<file path="config.mk">
export PLATFORM = sky130hd
export DESIGN_NAME = hxb_bridge
export DESIGN_NICKNAME = d
export VERILOG_FILES = /design/src/hxb_pkg.sv /design/src/hxb_bridge.sv
export VERILOG_INCLUDE_DIRS = /design/src
export SDC_FILE = /design/constraint.sdc
export NUM_CORES = 1
export LEC_CHECK = 0
export BUFFER_PORTS_ARGS = -buffer_cell sky130_fd_sc_hd__buf_2
export CORE_MARGIN = 1
export CORE_UTILIZATION = 27
export CTS_CLUSTER_DIAMETER = 200
export CTS_CLUSTER_SIZE = 30
export DETAILED_ROUTE_END_ITERATION = 10
export PLACE_DENSITY = 0.49
export SYNTH_ARGS = -nofsm -noshare
export SYNTH_HDL_FRONTEND = slang
export SYNTH_SLANG_ARGS = --single-unit
export TNS_END_PERCENT = 100
</file>
<file path="constraint.sdc">
create_clock -name core_clk -period 2.3 [get_ports core_clk]
set_input_delay 0.46 -clock core_clk [delete_from_list [all_inputs] [get_ports core_clk]]
set_output_delay 0.46 -clock core_clk [all_outputs]
set_load 0.02 [all_outputs]
</file>
<file path="src/hxb_params.svh">
// Constants for the host to expansion bus bridge control block.
// Assumes inclusion by bare name from the bridge design file.
`ifndef HXB_PARAMS_SVH
`define HXB_PARAMS_SVH

// Core clock rate and I/O recovery time
`define HXB_CLK_MHZ 20
`define HXB_IO_REC_NS 1000
`define HXB_IO_REC_CYC (((`HXB_IO_REC_NS) * (`HXB_CLK_MHZ) + 999) / 1000)
`define HXB_REC_W 8

// Cycles from decode state entry to claim sample point
`define HXB_DECODE_CYC 2'h2

// Divider select codes and ratios
`define HXB_SEL_DIV3 3'h0
`define HXB_SEL_DIV4 3'h1
`define HXB_SEL_DIV5 3'h2
`define HXB_SEL_DIV6 3'h3
`define HXB_SEL_DIV8 3'h4
`define HXB_DIV3 4'h3
`define HXB_DIV4 4'h4
`define HXB_DIV5 4'h5
`define HXB_DIV6 4'h6
`define HXB_DIV8 4'h8

// Slot decode
`define HXB_SLOTS 6
`define HXB_SLOT_LOW_MASK 2'h0

// Width of synchronised pin vector
`define HXB_SYNC_W 45

`endif

</file>
<file path="src/hxb_pkg.sv">
// Types for the host to expansion bus bridge control block.
// Assumes hxb_params.svh is available for constants.
package hxb_pkg;

    // Host-initiated cycle tracking
    typedef enum logic [2:0] {
        HS_IDLE,
        HS_DECODE,
        HS_LOCAL,
        HS_PEND,
        HS_START,
        HS_WAIT,
        HS_READY
    } hxb_host_state_t;

endpackage

</file>
<file path="src/hxb_bridge.sv">
// Host side control of the host to expansion bus bridge.
// Assumes one core clock; expansion side signals arrive as pins.
//
// Behaviour
// - Unclaimed host master cycles are forwarded to the expansion bus.
// - Expansion master cycles are passed on to the host bus once hold is granted.
// - A recovery delay separates consecutive forwarded I/O cycles.
// - Expansion bus clock is divided down from the host CPU clock.
// - Divider supports ratios 3, 4, 5, 6 and 8.
// - Address strobes track host cycles; unanswered ones run expansion cycles.
// - Byte lanes are inputs for host masters, driven otherwise.
// - Upper byte flag sampled on forwarded cycles, driven for master/DMA.
// - Next-address pulses when the CPU reaches an expansion slave.
// - Data/control is input for host masters, driven high otherwise.
// - Write/read sampled on forwarded cycles, driven for masters.
// - Memory/I/O is input for host masters, driven high for DMA.
// - Host ready output asserts when expansion readies complete the cycle.
// - Early ready asserts one cycle before host ready output.
// - Local memory claim blocks forwarding and marks host memory target.
// - Local I/O claim blocks forwarding and marks host I/O target.
// - Stall input keeps expansion clock low during command phase.
// - Host hold request follows the peripheral hold request.
// - Expansion lock asserts for locked host cycles to expansion targets.
// - Snoop strobe pulses on DMA I/O to memory, master memory writes and CPU writes to host memory.
// - Slot enables decode from global enable, upper address nibble and low two address bits.
`timescale 1ns/100ps
`include "hxb_params.svh"

module hxb_bridge (
    // Clock and reset
    input wire logic core_clk,
    input wire logic resetn,
    // Host cycle definition pins
    input wire logic [1:0] hostAddressStrobes,
    input wire logic [3:0] hostByteLanesNIn,
    output logic [3:0] hostByteLanesNOut,
    output logic hostByteLanesOe,
    input wire logic hostUpperByteFlagNIn,
    output logic hostUpperByteFlagNOut,
    output logic hostUpperByteFlagOe,
    input wire logic hostDataControlSelIn,
    output logic hostDataControlSelOut,
    output logic hostDataControlSelOe,
    input wire logic hostWriteReadSelIn,
    output logic hostWriteReadSelOut,
    output logic hostWriteReadSelOe,
    input wire logic hostMemIoSelIn,
    output logic hostMemIoSelOut,
    output logic hostMemIoSelOe,
    // Host ready, claims and lock
    input wire logic hostReadyInN,
    output logic hostReadyOutN,
    output logic hostEarlyReadyOutN,
    output logic hostPipelineAddrOkN,
    input wire logic hostLocalMemoryClaimN,
    input wire logic hostLocalIoClaimN,
    input wire logic hostClockStallN,
    input wire logic hostLockInN,
    output logic hostSnoopStrobeN,
    // Bus hand-over
    output logic hostHoldRequest,
    input wire logic hostHoldGrant,
    input wire logic peripheralHoldRequest,
    input wire logic peripheralReady,
    input wire logic peripheralTarget,
    // Expansion bus status
    input wire logic expReady,
    input wire logic chanReady,
    input wire logic noWaitN,
    input wire logic expMasterCycle,
    input wire logic dmaCycle,
    input wire logic dmaIoToMem,
    input wire logic expCommand,
    input wire logic expMasterWrite,
    input wire logic expMasterMem,
    input wire logic [3:0] expByteLanesN,
    input wire logic expUpperByteN,
    input wire logic [2:0] clkRatioSel,
    // Expansion cycle requests
    output logic expCycleStart,
    output logic expCycleWrite,
    output logic expCycleMem,
    output logic [3:0] expCycleByteLanesN,
    output logic expCycleUpperByteN,
    output logic expCycleIntAck,
    output logic expCycleShutdown,
    output logic expLockN,
    output logic expBusClk,
    output logic hostCycleStart,
    output logic hostTargetMem,
    output logic hostTargetIo,
    // Slot enables
    input wire logic globalSlotEnableN,
    input wire logic [7:0] slotAddrHigh,
    output logic [`HXB_SLOTS-1:0] slotEnableN
);

    //--------------------------------------------------------------
    // Pin synchronisers
    //--------------------------------------------------------------
    logic [`HXB_SYNC_W-1:0] rawIn;
    logic [`HXB_SYNC_W-1:0] meta_q;
    logic [`HXB_SYNC_W-1:0] sync_q;
    logic [1:0] ads;
    logic [3:0] hBl;
    logic hUpper, hDc, hWr, hMio, rdyInN, locMemN, locIoN, stallN;
    logic grant, pHold, pRdy, pTgt, lockN, gSlotN, exRdy, chRdy, nowsN;
    logic xMaster, dma, dmaIoMem, cmd, xWrite, xMem, xUpperN;
    logic [3:0] xBlN;
    logic [7:0] addrHi;
    logic [2:0] ratioSel;

    assign rawIn = {hostAddressStrobes, hostByteLanesNIn, hostUpperByteFlagNIn,
        hostDataControlSelIn, hostWriteReadSelIn, hostMemIoSelIn, hostReadyInN,
        hostLocalMemoryClaimN, hostLocalIoClaimN, hostClockStallN, hostHoldGrant,
        peripheralHoldRequest, peripheralReady, peripheralTarget, hostLockInN,
        globalSlotEnableN, expReady, chanReady, noWaitN, expMasterCycle, dmaCycle,
        dmaIoToMem, expCommand, expMasterWrite, expMasterMem, expByteLanesN,
        expUpperByteN, slotAddrHigh, clkRatioSel};

    assign {ads, hBl, hUpper, hDc, hWr, hMio, rdyInN, locMemN, locIoN, stallN,
        grant, pHold, pRdy, pTgt, lockN, gSlotN, exRdy, chRdy, nowsN, xMaster,
        dma, dmaIoMem, cmd, xWrite, xMem, xBlN, xUpperN, addrHi, ratioSel} = sync_q;

    // Two flops per pin, first flop read only by the second
    genvar i;
    for (i = 0; i < `HXB_SYNC_W; i++) begin : g_sync
        always_ff @(posedge core_clk) begin
            if (!resetn) begin
                meta_q[i] <= 1'b0;
                sync_q[i] <= 1'b0;
            end else begin
                meta_q[i] <= rawIn[i];
                sync_q[i] <= meta_q[i];
            end
        end
    end

    //--------------------------------------------------------------
    // Ownership and pin direction
    //--------------------------------------------------------------
    logic xOwn;
    logic anyOwn;
    logic dmaOwn;

    // Expansion side owns the host bus only after the grant
    assign xOwn = grant && xMaster;
    assign dmaOwn = grant && dma;
    assign anyOwn = xOwn || dmaOwn;

    // Byte lanes and upper byte flag driven for master and DMA
    assign hostByteLanesOe = anyOwn;
    assign hostByteLanesNOut = xBlN;
    assign hostUpperByteFlagOe = anyOwn;
    assign hostUpperByteFlagNOut = xUpperN;
    // Data/control high for master and DMA
    assign hostDataControlSelOe = anyOwn;
    assign hostDataControlSelOut = 1'b1;
    // Write/read driven for expansion masters only
    assign hostWriteReadSelOe = xOwn;
    assign hostWriteReadSelOut = xWrite;
    // Memory/I/O high during DMA only
    assign hostMemIoSelOe = dmaOwn;
    assign hostMemIoSelOut = 1'b1;

    //--------------------------------------------------------------
    // Host cycle tracking
    //--------------------------------------------------------------
    hxb_pkg::hxb_host_state_t state_q;
    logic [1:0] decCnt_q;
    logic [`HXB_REC_W-1:0] recCnt_q;
    logic claimed;
    logic expDone;
    logic decodeEnd;

    assign claimed = !locMemN || !locIoN;
    assign decodeEnd = (state_q == hxb_pkg::HS_DECODE) && (decCnt_q == `HXB_DECODE_CYC);
    // Completion from expansion readies or peripheral ready
    assign expDone = !nowsN || (pTgt ? pRdy : (exRdy && chRdy));

    // Cycle sequencer
    always_ff @(posedge core_clk) begin
        if (!resetn) begin
            state_q <= hxb_pkg::HS_IDLE;
        end else begin
            case (state_q)
                hxb_pkg::HS_IDLE: if (|ads && !grant) state_q <= hxb_pkg::HS_DECODE;
                hxb_pkg::HS_DECODE: if (decodeEnd) begin
                    state_q <= claimed ? hxb_pkg::HS_LOCAL : hxb_pkg::HS_PEND;
                end
                hxb_pkg::HS_LOCAL: if (!rdyInN) state_q <= hxb_pkg::HS_IDLE;
                hxb_pkg::HS_PEND: if (recCnt_q == '0) state_q <= hxb_pkg::HS_START;
                hxb_pkg::HS_START: state_q <= hxb_pkg::HS_WAIT;
                hxb_pkg::HS_WAIT: if (expDone) state_q <= hxb_pkg::HS_READY;
                hxb_pkg::HS_READY: state_q <= hxb_pkg::HS_IDLE;
                default: state_q <= hxb_pkg::HS_IDLE;
            endcase
        end
    end

    // Decode sample point counter
    always_ff @(posedge core_clk) begin
        decCnt_q <= (!resetn || state_q != hxb_pkg::HS_DECODE) ? 2'h0 : decCnt_q + 2'h1;
    end

    // I/O recovery after each forwarded I/O cycle
    always_ff @(posedge core_clk) begin
        if (!resetn) begin
            recCnt_q <= '0;
        end else if (state_q == hxb_pkg::HS_READY && !expCycleMem) begin
            recCnt_q <= `HXB_REC_W'(`HXB_IO_REC_CYC);
        end else if (recCnt_q != '0) begin
            recCnt_q <= recCnt_q - `HXB_REC_W'(1);
        end
    end

    // Cycle attributes captured at the decode point
    always_ff @(posedge core_clk) begin
        if (!resetn) begin
            expCycleWrite <= 1'b0;
            expCycleMem <= 1'b0;
            expCycleByteLanesN <= 4'hF;
            expCycleUpperByteN <= 1'b1;
            expCycleIntAck <= 1'b0;
            expCycleShutdown <= 1'b0;
        end else if (decodeEnd) begin
            expCycleWrite <= hWr;
            expCycleMem <= hMio;
            expCycleByteLanesN <= hBl;
            expCycleUpperByteN <= hUpper;
            expCycleIntAck <= !hMio && !hDc && !hWr;
            expCycleShutdown <= hMio && !hDc && hWr;
        end
    end

    // Start, next-address, ready and early ready strobes
    always_ff @(posedge core_clk) begin
        if (!resetn) begin
            expCycleStart <= 1'b0;
            hostPipelineAddrOkN <= 1'b1;
            hostEarlyReadyOutN <= 1'b1;
            hostReadyOutN <= 1'b1;
        end else begin
            expCycleStart <= state_q == hxb_pkg::HS_PEND && recCnt_q == '0;
            hostPipelineAddrOkN <= !(state_q == hxb_pkg::HS_START);
            hostEarlyReadyOutN <= !(state_q == hxb_pkg::HS_WAIT && expDone);
            hostReadyOutN <= hostEarlyReadyOutN;
        end
    end

    //--------------------------------------------------------------
    // Lock, hold, snoop and host targets
    //--------------------------------------------------------------
    logic cmd_q;
    logic cmdRise;
    logic snoopEvt;

    assign cmdRise = cmd && !cmd_q;
    // DMA I/O to memory, master memory writes, CPU writes to host memory
    assign snoopEvt = (cmdRise && dmaOwn && dmaIoMem)
        || (cmdRise && xOwn && xWrite && xMem)
        || (decodeEnd && !locMemN && hWr && hMio);

    always_ff @(posedge core_clk) begin
        if (!resetn) begin
            cmd_q <= 1'b0;
            expLockN <= 1'b1;
            hostHoldRequest <= 1'b0;
            hostSnoopStrobeN <= 1'b1;
            hostCycleStart <= 1'b0;
            hostTargetMem <= 1'b0;
            hostTargetIo <= 1'b0;
        end else begin
            cmd_q <= cmd;
            expLockN <= !(!lockN && (state_q == hxb_pkg::HS_START
                || state_q == hxb_pkg::HS_WAIT || state_q == hxb_pkg::HS_READY));
            hostHoldRequest <= pHold;
            hostSnoopStrobeN <= !snoopEvt;
            hostCycleStart <= cmdRise && xOwn;
            hostTargetMem <= anyOwn && !locMemN;
            hostTargetIo <= xOwn && !xMem && !locIoN;
        end
    end

    //--------------------------------------------------------------
    // Expansion bus clock divider
    //--------------------------------------------------------------
    logic [3:0] divCnt_q;
    logic [3:0] divRatio;
    logic lowPhase;
    logic stall;

    // Divider ratio from select pins
    always_comb begin
        case (ratioSel)
            `HXB_SEL_DIV3: divRatio = `HXB_DIV3;
            `HXB_SEL_DIV4: divRatio = `HXB_DIV4;
            `HXB_SEL_DIV5: divRatio = `HXB_DIV5;
            `HXB_SEL_DIV6: divRatio = `HXB_DIV6;
            default: divRatio = `HXB_DIV8;
        endcase
    end

    assign lowPhase = divCnt_q >= (divRatio >> 1);
    // Hold low period while a host slave stalls the command phase
    assign stall = anyOwn && cmd && !stallN && lowPhase;

    always_ff @(posedge core_clk) begin
        if (!resetn) begin
            divCnt_q <= 4'h0;
            expBusClk <= 1'b0;
        end else begin
            if (!stall) begin
                divCnt_q <= (divCnt_q >= divRatio - 4'h1) ? 4'h0 : divCnt_q + 4'h1;
            end
            expBusClk <= !lowPhase;
        end
    end

    //--------------------------------------------------------------
    // Slot enable decode
    //--------------------------------------------------------------
    for (i = 0; i < `HXB_SLOTS; i++) begin : g_slot
        always_ff @(posedge core_clk) begin
            if (!resetn) begin
                slotEnableN[i] <= 1'b1;
            end else begin
                slotEnableN[i] <= gSlotN || addrHi[7:4] != 4'(i + 1)
                    || addrHi[1:0] != `HXB_SLOT_LOW_MASK;
            end
        end
    end

endmodule // hxb_bridge

</file>
; ---- Yosys cells after proc, flatten, opt, wreduce, memory -nomap -nowiden
; Cells that the tools add are included.
[word_totals]
ff_bits = 130
latch_bits = 0
mem_bits_rw = 0
romBits = 0
inputBits = 47
out_inout_bits = 39
wordCells = 231
memories = 0
[op_classes]
n_addsub = 4
multipliers = 0
div = 0
magnitude_cmp = 2
eq_ne = 22
shifts = 0
n_mux = 12
n_bitwise = 1
reduce_logical = 75
[op_table]
columns = op, count
row1 = $logic_and 1x1->1, 28
row2 = $logic_or 1x1->1, 20
row3 = $logic_not 1->1, 18
row4 = $pmux 3 s6, 1
row5 = $pmux 4 s4, 1
row6 = $mux 3, 5
row7 = $eq 3x2->1 const B, 4
row8 = $ne 4x3->1 const B, 3
row9 = $mux 5, 2
row10 = $ne 2x2->1 const B, 5
row11 = $eq 3x3->1 const B, 3
row12 = $logic_not 8->1, 1
row13 = $ne 4x2->1 const B, 2
row14 = $reduce_bool 8->1, 1
row15 = $sub 8x1->8 const B, 1
row16 = $eq 3x1->1 const B, 2
row17 = $logic_not 3->1, 2
row18 = $reduce_and 5->1, 1
row19 = $add 4x1->4 const B, 1
row20 = $ge 4x3->1, 1
row21 = $ge 4x4->1, 1
row22 = $mux 4, 1
row23 = $ne 4x1->1 const B, 1
row24 = $reduce_bool 2->1, 2
row25 = 7 further kinds, 9

; ---- Depth between registers and ports, before layout
[depth]
word_depth = 8
depth_mapped = 9
depth_no_buf = 9

; ---- Worst setup path after synthesis
; OpenSTA, ideal clock, no wires.
[synth_timing]
path_type = reg-to-reg
start = register sync_q[1] (netlist: ratioSel[1])
end = register divCnt_q[2]
setup_time_ps = 91
t_arrival_ps = 1945
required_time_ps = 2209
setup_slack_ps = 265
stages_incl_launch_ff = 10
path_buffers = 0
period_less_slack_ps = 2035
path_cell_list = dfxtp_1 or2_2 a21o_1 ha_1 xor2_1 ha_1 a21oi_1 o21ai_0 o211a_1 a311oi_1
[synth_between]
elab_chain_len = 5
elab_cells_between_ends = 10
cone_classes = add/sub (1) / order compare (2) / eq/ne (3) / mux (2) / reduce/logical (2)
[synth_rtl]
columns = item, line
row1 = start: declaration, hxb_bridge.sv:103  ; logic [`HXB_SYNC_W-1:0] sync_q;
row2 = start signal: indexed assignment, hxb_bridge.sv:134  ; sync_q[i] <= meta_q[i];
row3 = "$eq 3x2->1, or another cell as far along", hxb_bridge.sv:295  ; case (ratioSel)
row4 = $pmux 4 s4 *, hxb_bridge.sv:295
row5 = $sub 4x1->4, hxb_bridge.sv:314  ; divCnt_q <= (divCnt_q >= divRatio - 4'h1) ? 4'h0 : divCnt_q + 4'h1;
row6 = $ge 4x4->1, hxb_bridge.sv:314
row7 = $mux 4, hxb_bridge.sv:314
row8 = end signal: assignment, hxb_bridge.sv:314
row9 = end: declaration, hxb_bridge.sv:288  ; logic [3:0] divCnt_q;
; Mark *: on every way between the ends. The rest lies on a longest branch, timed or not.
; A chain may end at the register's enable or synchronous reset.

; ---- Final worst setup path
; Same ends and word-level chain as after synthesis.

==> flow_summary_export.csv <==
group,metric,value,unit
worst_setup_path,crit_path_start_kind,"flop",
place,dpl_cell_area,4930,um^2
die,initial_core_util,28.0,%
detailed_routing,vias,2922,
run,drv_cap,0,
sta,rsz0062_at_grt,"false",
clock_network,clk_latency,0.41,ns
sta,min_period,2.15,ns
final_layout,layoutNonFillerInstCount,723,
detailed_routing,drc_errors,0,
detailed_routing,post_drt_wl_per_cell,11.0,um
clock_network,clk_path_buf_depth,2,
detailed_routing,drt_iter0_markers,121,
clock_network,post_cts_buffers,0,
pwr,p_per_area,1070,nW/um^2
clock_network,cts_root_buf,"clkbuf_16",
clock_network,cts.clk_slew.worst_paths,0.05,ns
clock_network,tritoncts,"done",
sta,setup_viol,0,
worst_setup_path,cp.arrival,2.47,ns
sta,tightest_slew,0.649,ns
global_route,antenna_found_initial,0,
detailed_routing,drt.antenna.violating_nets,0,
worst_setup_path,r2r_cells,9,
sta,slew_headroom,56.1,%
logic_synthesis,synth_flop_cell,"dfxtp_1",
logic_synthesis,yosysUniqueCellTypes,45,
sta,max_freq,465,MHz
sta,finalSetupTns,0,ns
die,rows,45,
pwr,finalPower,0.00596,W
detailed_routing,via_per_inst,4.04,
place,place_ws,0.0676,ns
sta,worst_slack,0.150,ns
sta,slew_viol_final,0,
sta,hold_viol_final,0,
global_route,grt_pass1_vias,2818,
final_layout,fin_area,5570,um^2
sta,fin_crit_sh,93.5,%
clock_network,cts_sinks,130,
worst_setup_path,path_class,"reg -> reg",
logic_synthesis,ys.warnings.count,0,
die,coreArea,15400,um^2
sta,clock_skew,0.00665,ns
clock_network,htreeDepth,4,
logic_synthesis,synthCells,416,
global_route,grt_usage,10.6,%
logic_synthesis,async_flop_share,0,%
place,port_buffers,81,
clock_network,holdBufCountCts,0,
outcome,status,"completed",
logic_synthesis,synth-seq-cells,130,
logic_synthesis,synth_area,4320,um^2
worst_setup_path,crit_fanout,4,
detailed_routing,first_pass_iters,4,
detailed_routing,routed_wl,7.96,mm
hold_path,min_delay_path_depth,2,
place,dp_cells,691,
pwr,max-vdd-ir-drop,0.000455,V
global_route,grt_max_degree,105,
die,fp.dieW,129,um
place,dp_hpwl,5.44,mm
global_route,grt_overflow,0,
final_layout,drive_gt1_share,24.0,%
worst_setup_path,worstSetupEndpointType,"flop",
logic_synthesis,yosysSeqAreaShare,60.2,%
pwr,leakage,2.37,nW
final_layout,area_growth,28.9,%
final_layout,nets,558,
die,io_pins,86,
hold_path,hp-class,"in -> reg",
logic_synthesis,synth.avg_cell_area,10.4,um^2
final_layout,insertedDiodeCount,0,
die,die_y,129,um
place,gp_congestion,0.682,
worst_setup_path,worst-endpoint-required,2.61,ns
logic_synthesis,synth_edf_count,0,
global_route,grt_pass1_wl,13.3,mm
clock_network,cts_buffers,17,
die,die_area,16500,um^2
## where the power goes
part | total [W] | internal, W | switching [W] | leakage (nW)
clock | 0.00279 | 0.00187 | 0.000914 | 0.304
combinational | 0.000661 | 0.000333 | 0.000329 | 0.993
sequential | 0.00251 | 0.00241 | 0.000104 | 1.07
total | 0.00596 | 0.00461 | 0.00135 | 2.37
## final cells by class
type	instances	area, um^2
clock buffer	24	512
clock inverter	8	123
fill	1599	9850
inverter	10	37.5
multi-input combinational	257	1600
sequential	130	2600
tap	211	264
timing repair buffer	83	433
## flip-flops by register name (all words and copies together) (netlist names), 2 cells and up
signal              count
ads                     2
expCycleByteLanesN      4
hBl                     4
slotEnableN             6
recCnt_q                8
hostByteLanesNOut       4
state_q                 3
divCnt_q                4
addrHi                  6
meta_q                 43
ratioSel                3
decCnt_q                2
## layout by cell type (no fill, tap or decap), drive strengths merged, types with 8 or more instances in the layout
| cell type | netlist | layout |
|---|---|---|
| a21oi | 9 | 9 |
| and2 | 91 | 91 |
| buf | 6 | 83 |
| clkbuf | 15 | 24 |
| dfxtp | 130 | 130 |
| ha | 12 | 12 |
| inv | 10 | 10 |
| nand2 | 34 | 34 |
| nand3 | 13 | 13 |
| nor2 | 17 | 17 |
| nor3 | 8 | 8 |
| o21ai | 8 | 8 |
## path summary, 6_finish.rpt
check,start,end,slack (ns)
hold reg to reg,decCnt_q[0]$_SDFF_PP0_,decCnt_q[0]$_SDFF_PP0_,0.41
hold / removal,chanReady,meta_q[23]$_SDFF_PN0_,0.26
setup / recovery,ratioSel[1]$_SDFF_PN0_,divCnt_q[2]$_SDFFE_PN0N_,0.15
setup reg to reg,ratioSel[1]$_SDFF_PN0_,divCnt_q[2]$_SDFFE_PN0N_,0.15
## what timing repair did
action	CTS	global route
hold endpoints to repair	0	0
gates resized for setup	0	4
endpoints found under the setup margin	0	3
## metrics by stage
stage / hold WS, ns / util, %
3_5_place_dp: 0.403 / 31.9
2_1_floorplan: 0.390 / -
4_1_cts: 0.229 / 36.0
5_1_grt: 0.239 / 36.1
6_report: 0.256 / 36.1
3_3_place_gp: 0.398 / 31.9
## cell usage after synthesis, types with 4 or more instances
| master | n | area [um^2] |
|---|---|---|
| nor3_1 | 8 | 40.0 |
| clkbuf_1 | 15 | 56.3 |
| inv_1 | 10 | 37.5 |
| a311oi_1 | 4 | 35.0 |
| ha_1 | 12 | 150 |
| a211oi_1 | 4 | 30.0 |
| nand3_1 | 13 | 65.1 |
| o21ai_0 | 8 | 40.0 |
| xnor2_1 | 6 | 52.6 |
| nor2_1 | 17 | 63.8 |
| nand2_1 | 34 | 128 |
| dfxtp_1 | 130 | 2600 |
| buf_4 | 4 | 30.0 |
| nor2b_1 | 6 | 37.5 |
| a21oi_1 | 9 | 45.0 |
| o21a_1 | 4 | 30.0 |
| and2_1 | 91 | 569 |
## critical path: stages (launching register included)
cell	delay, ns
dfxtp_1	0.30
or2_2	0.30
a21o_1	0.18
ha_2	0.18
xor2_1	0.16
ha_1	0.31
a21oi_2	0.13
o21ai_1	0.08
o211a_1	0.17
a311oi_1	0.25
## cells by family after synthesis
logic type               synth area share [%]
AND/OR/NAND/NOR                          25.6
flip-flops                               60.2
AO/OA/AOI/OAI                            5.73
buffers and inverters                    3.21
adder cells (fa/ha/maj)                  3.47
XOR/XNOR                                 1.42
other                                  0.0867
multiplexers                            0.232
## per-layer routing
metal | wire, um | vias up | part of all wire, % | track usage, %
met5 | 0 | - | 0 | 0
met2 | 3650 | 73 | 46 | 15.9
li1 | - | 1526 | - | -
met3 | 510 | 18 | 6.4 | 4.28
met1 | 3610 | 1305 | 45 | 12.5
met4 | 189 | 0 | 2.4 | 6.71
Note: power is estimated with default switching activity, not from simulation.
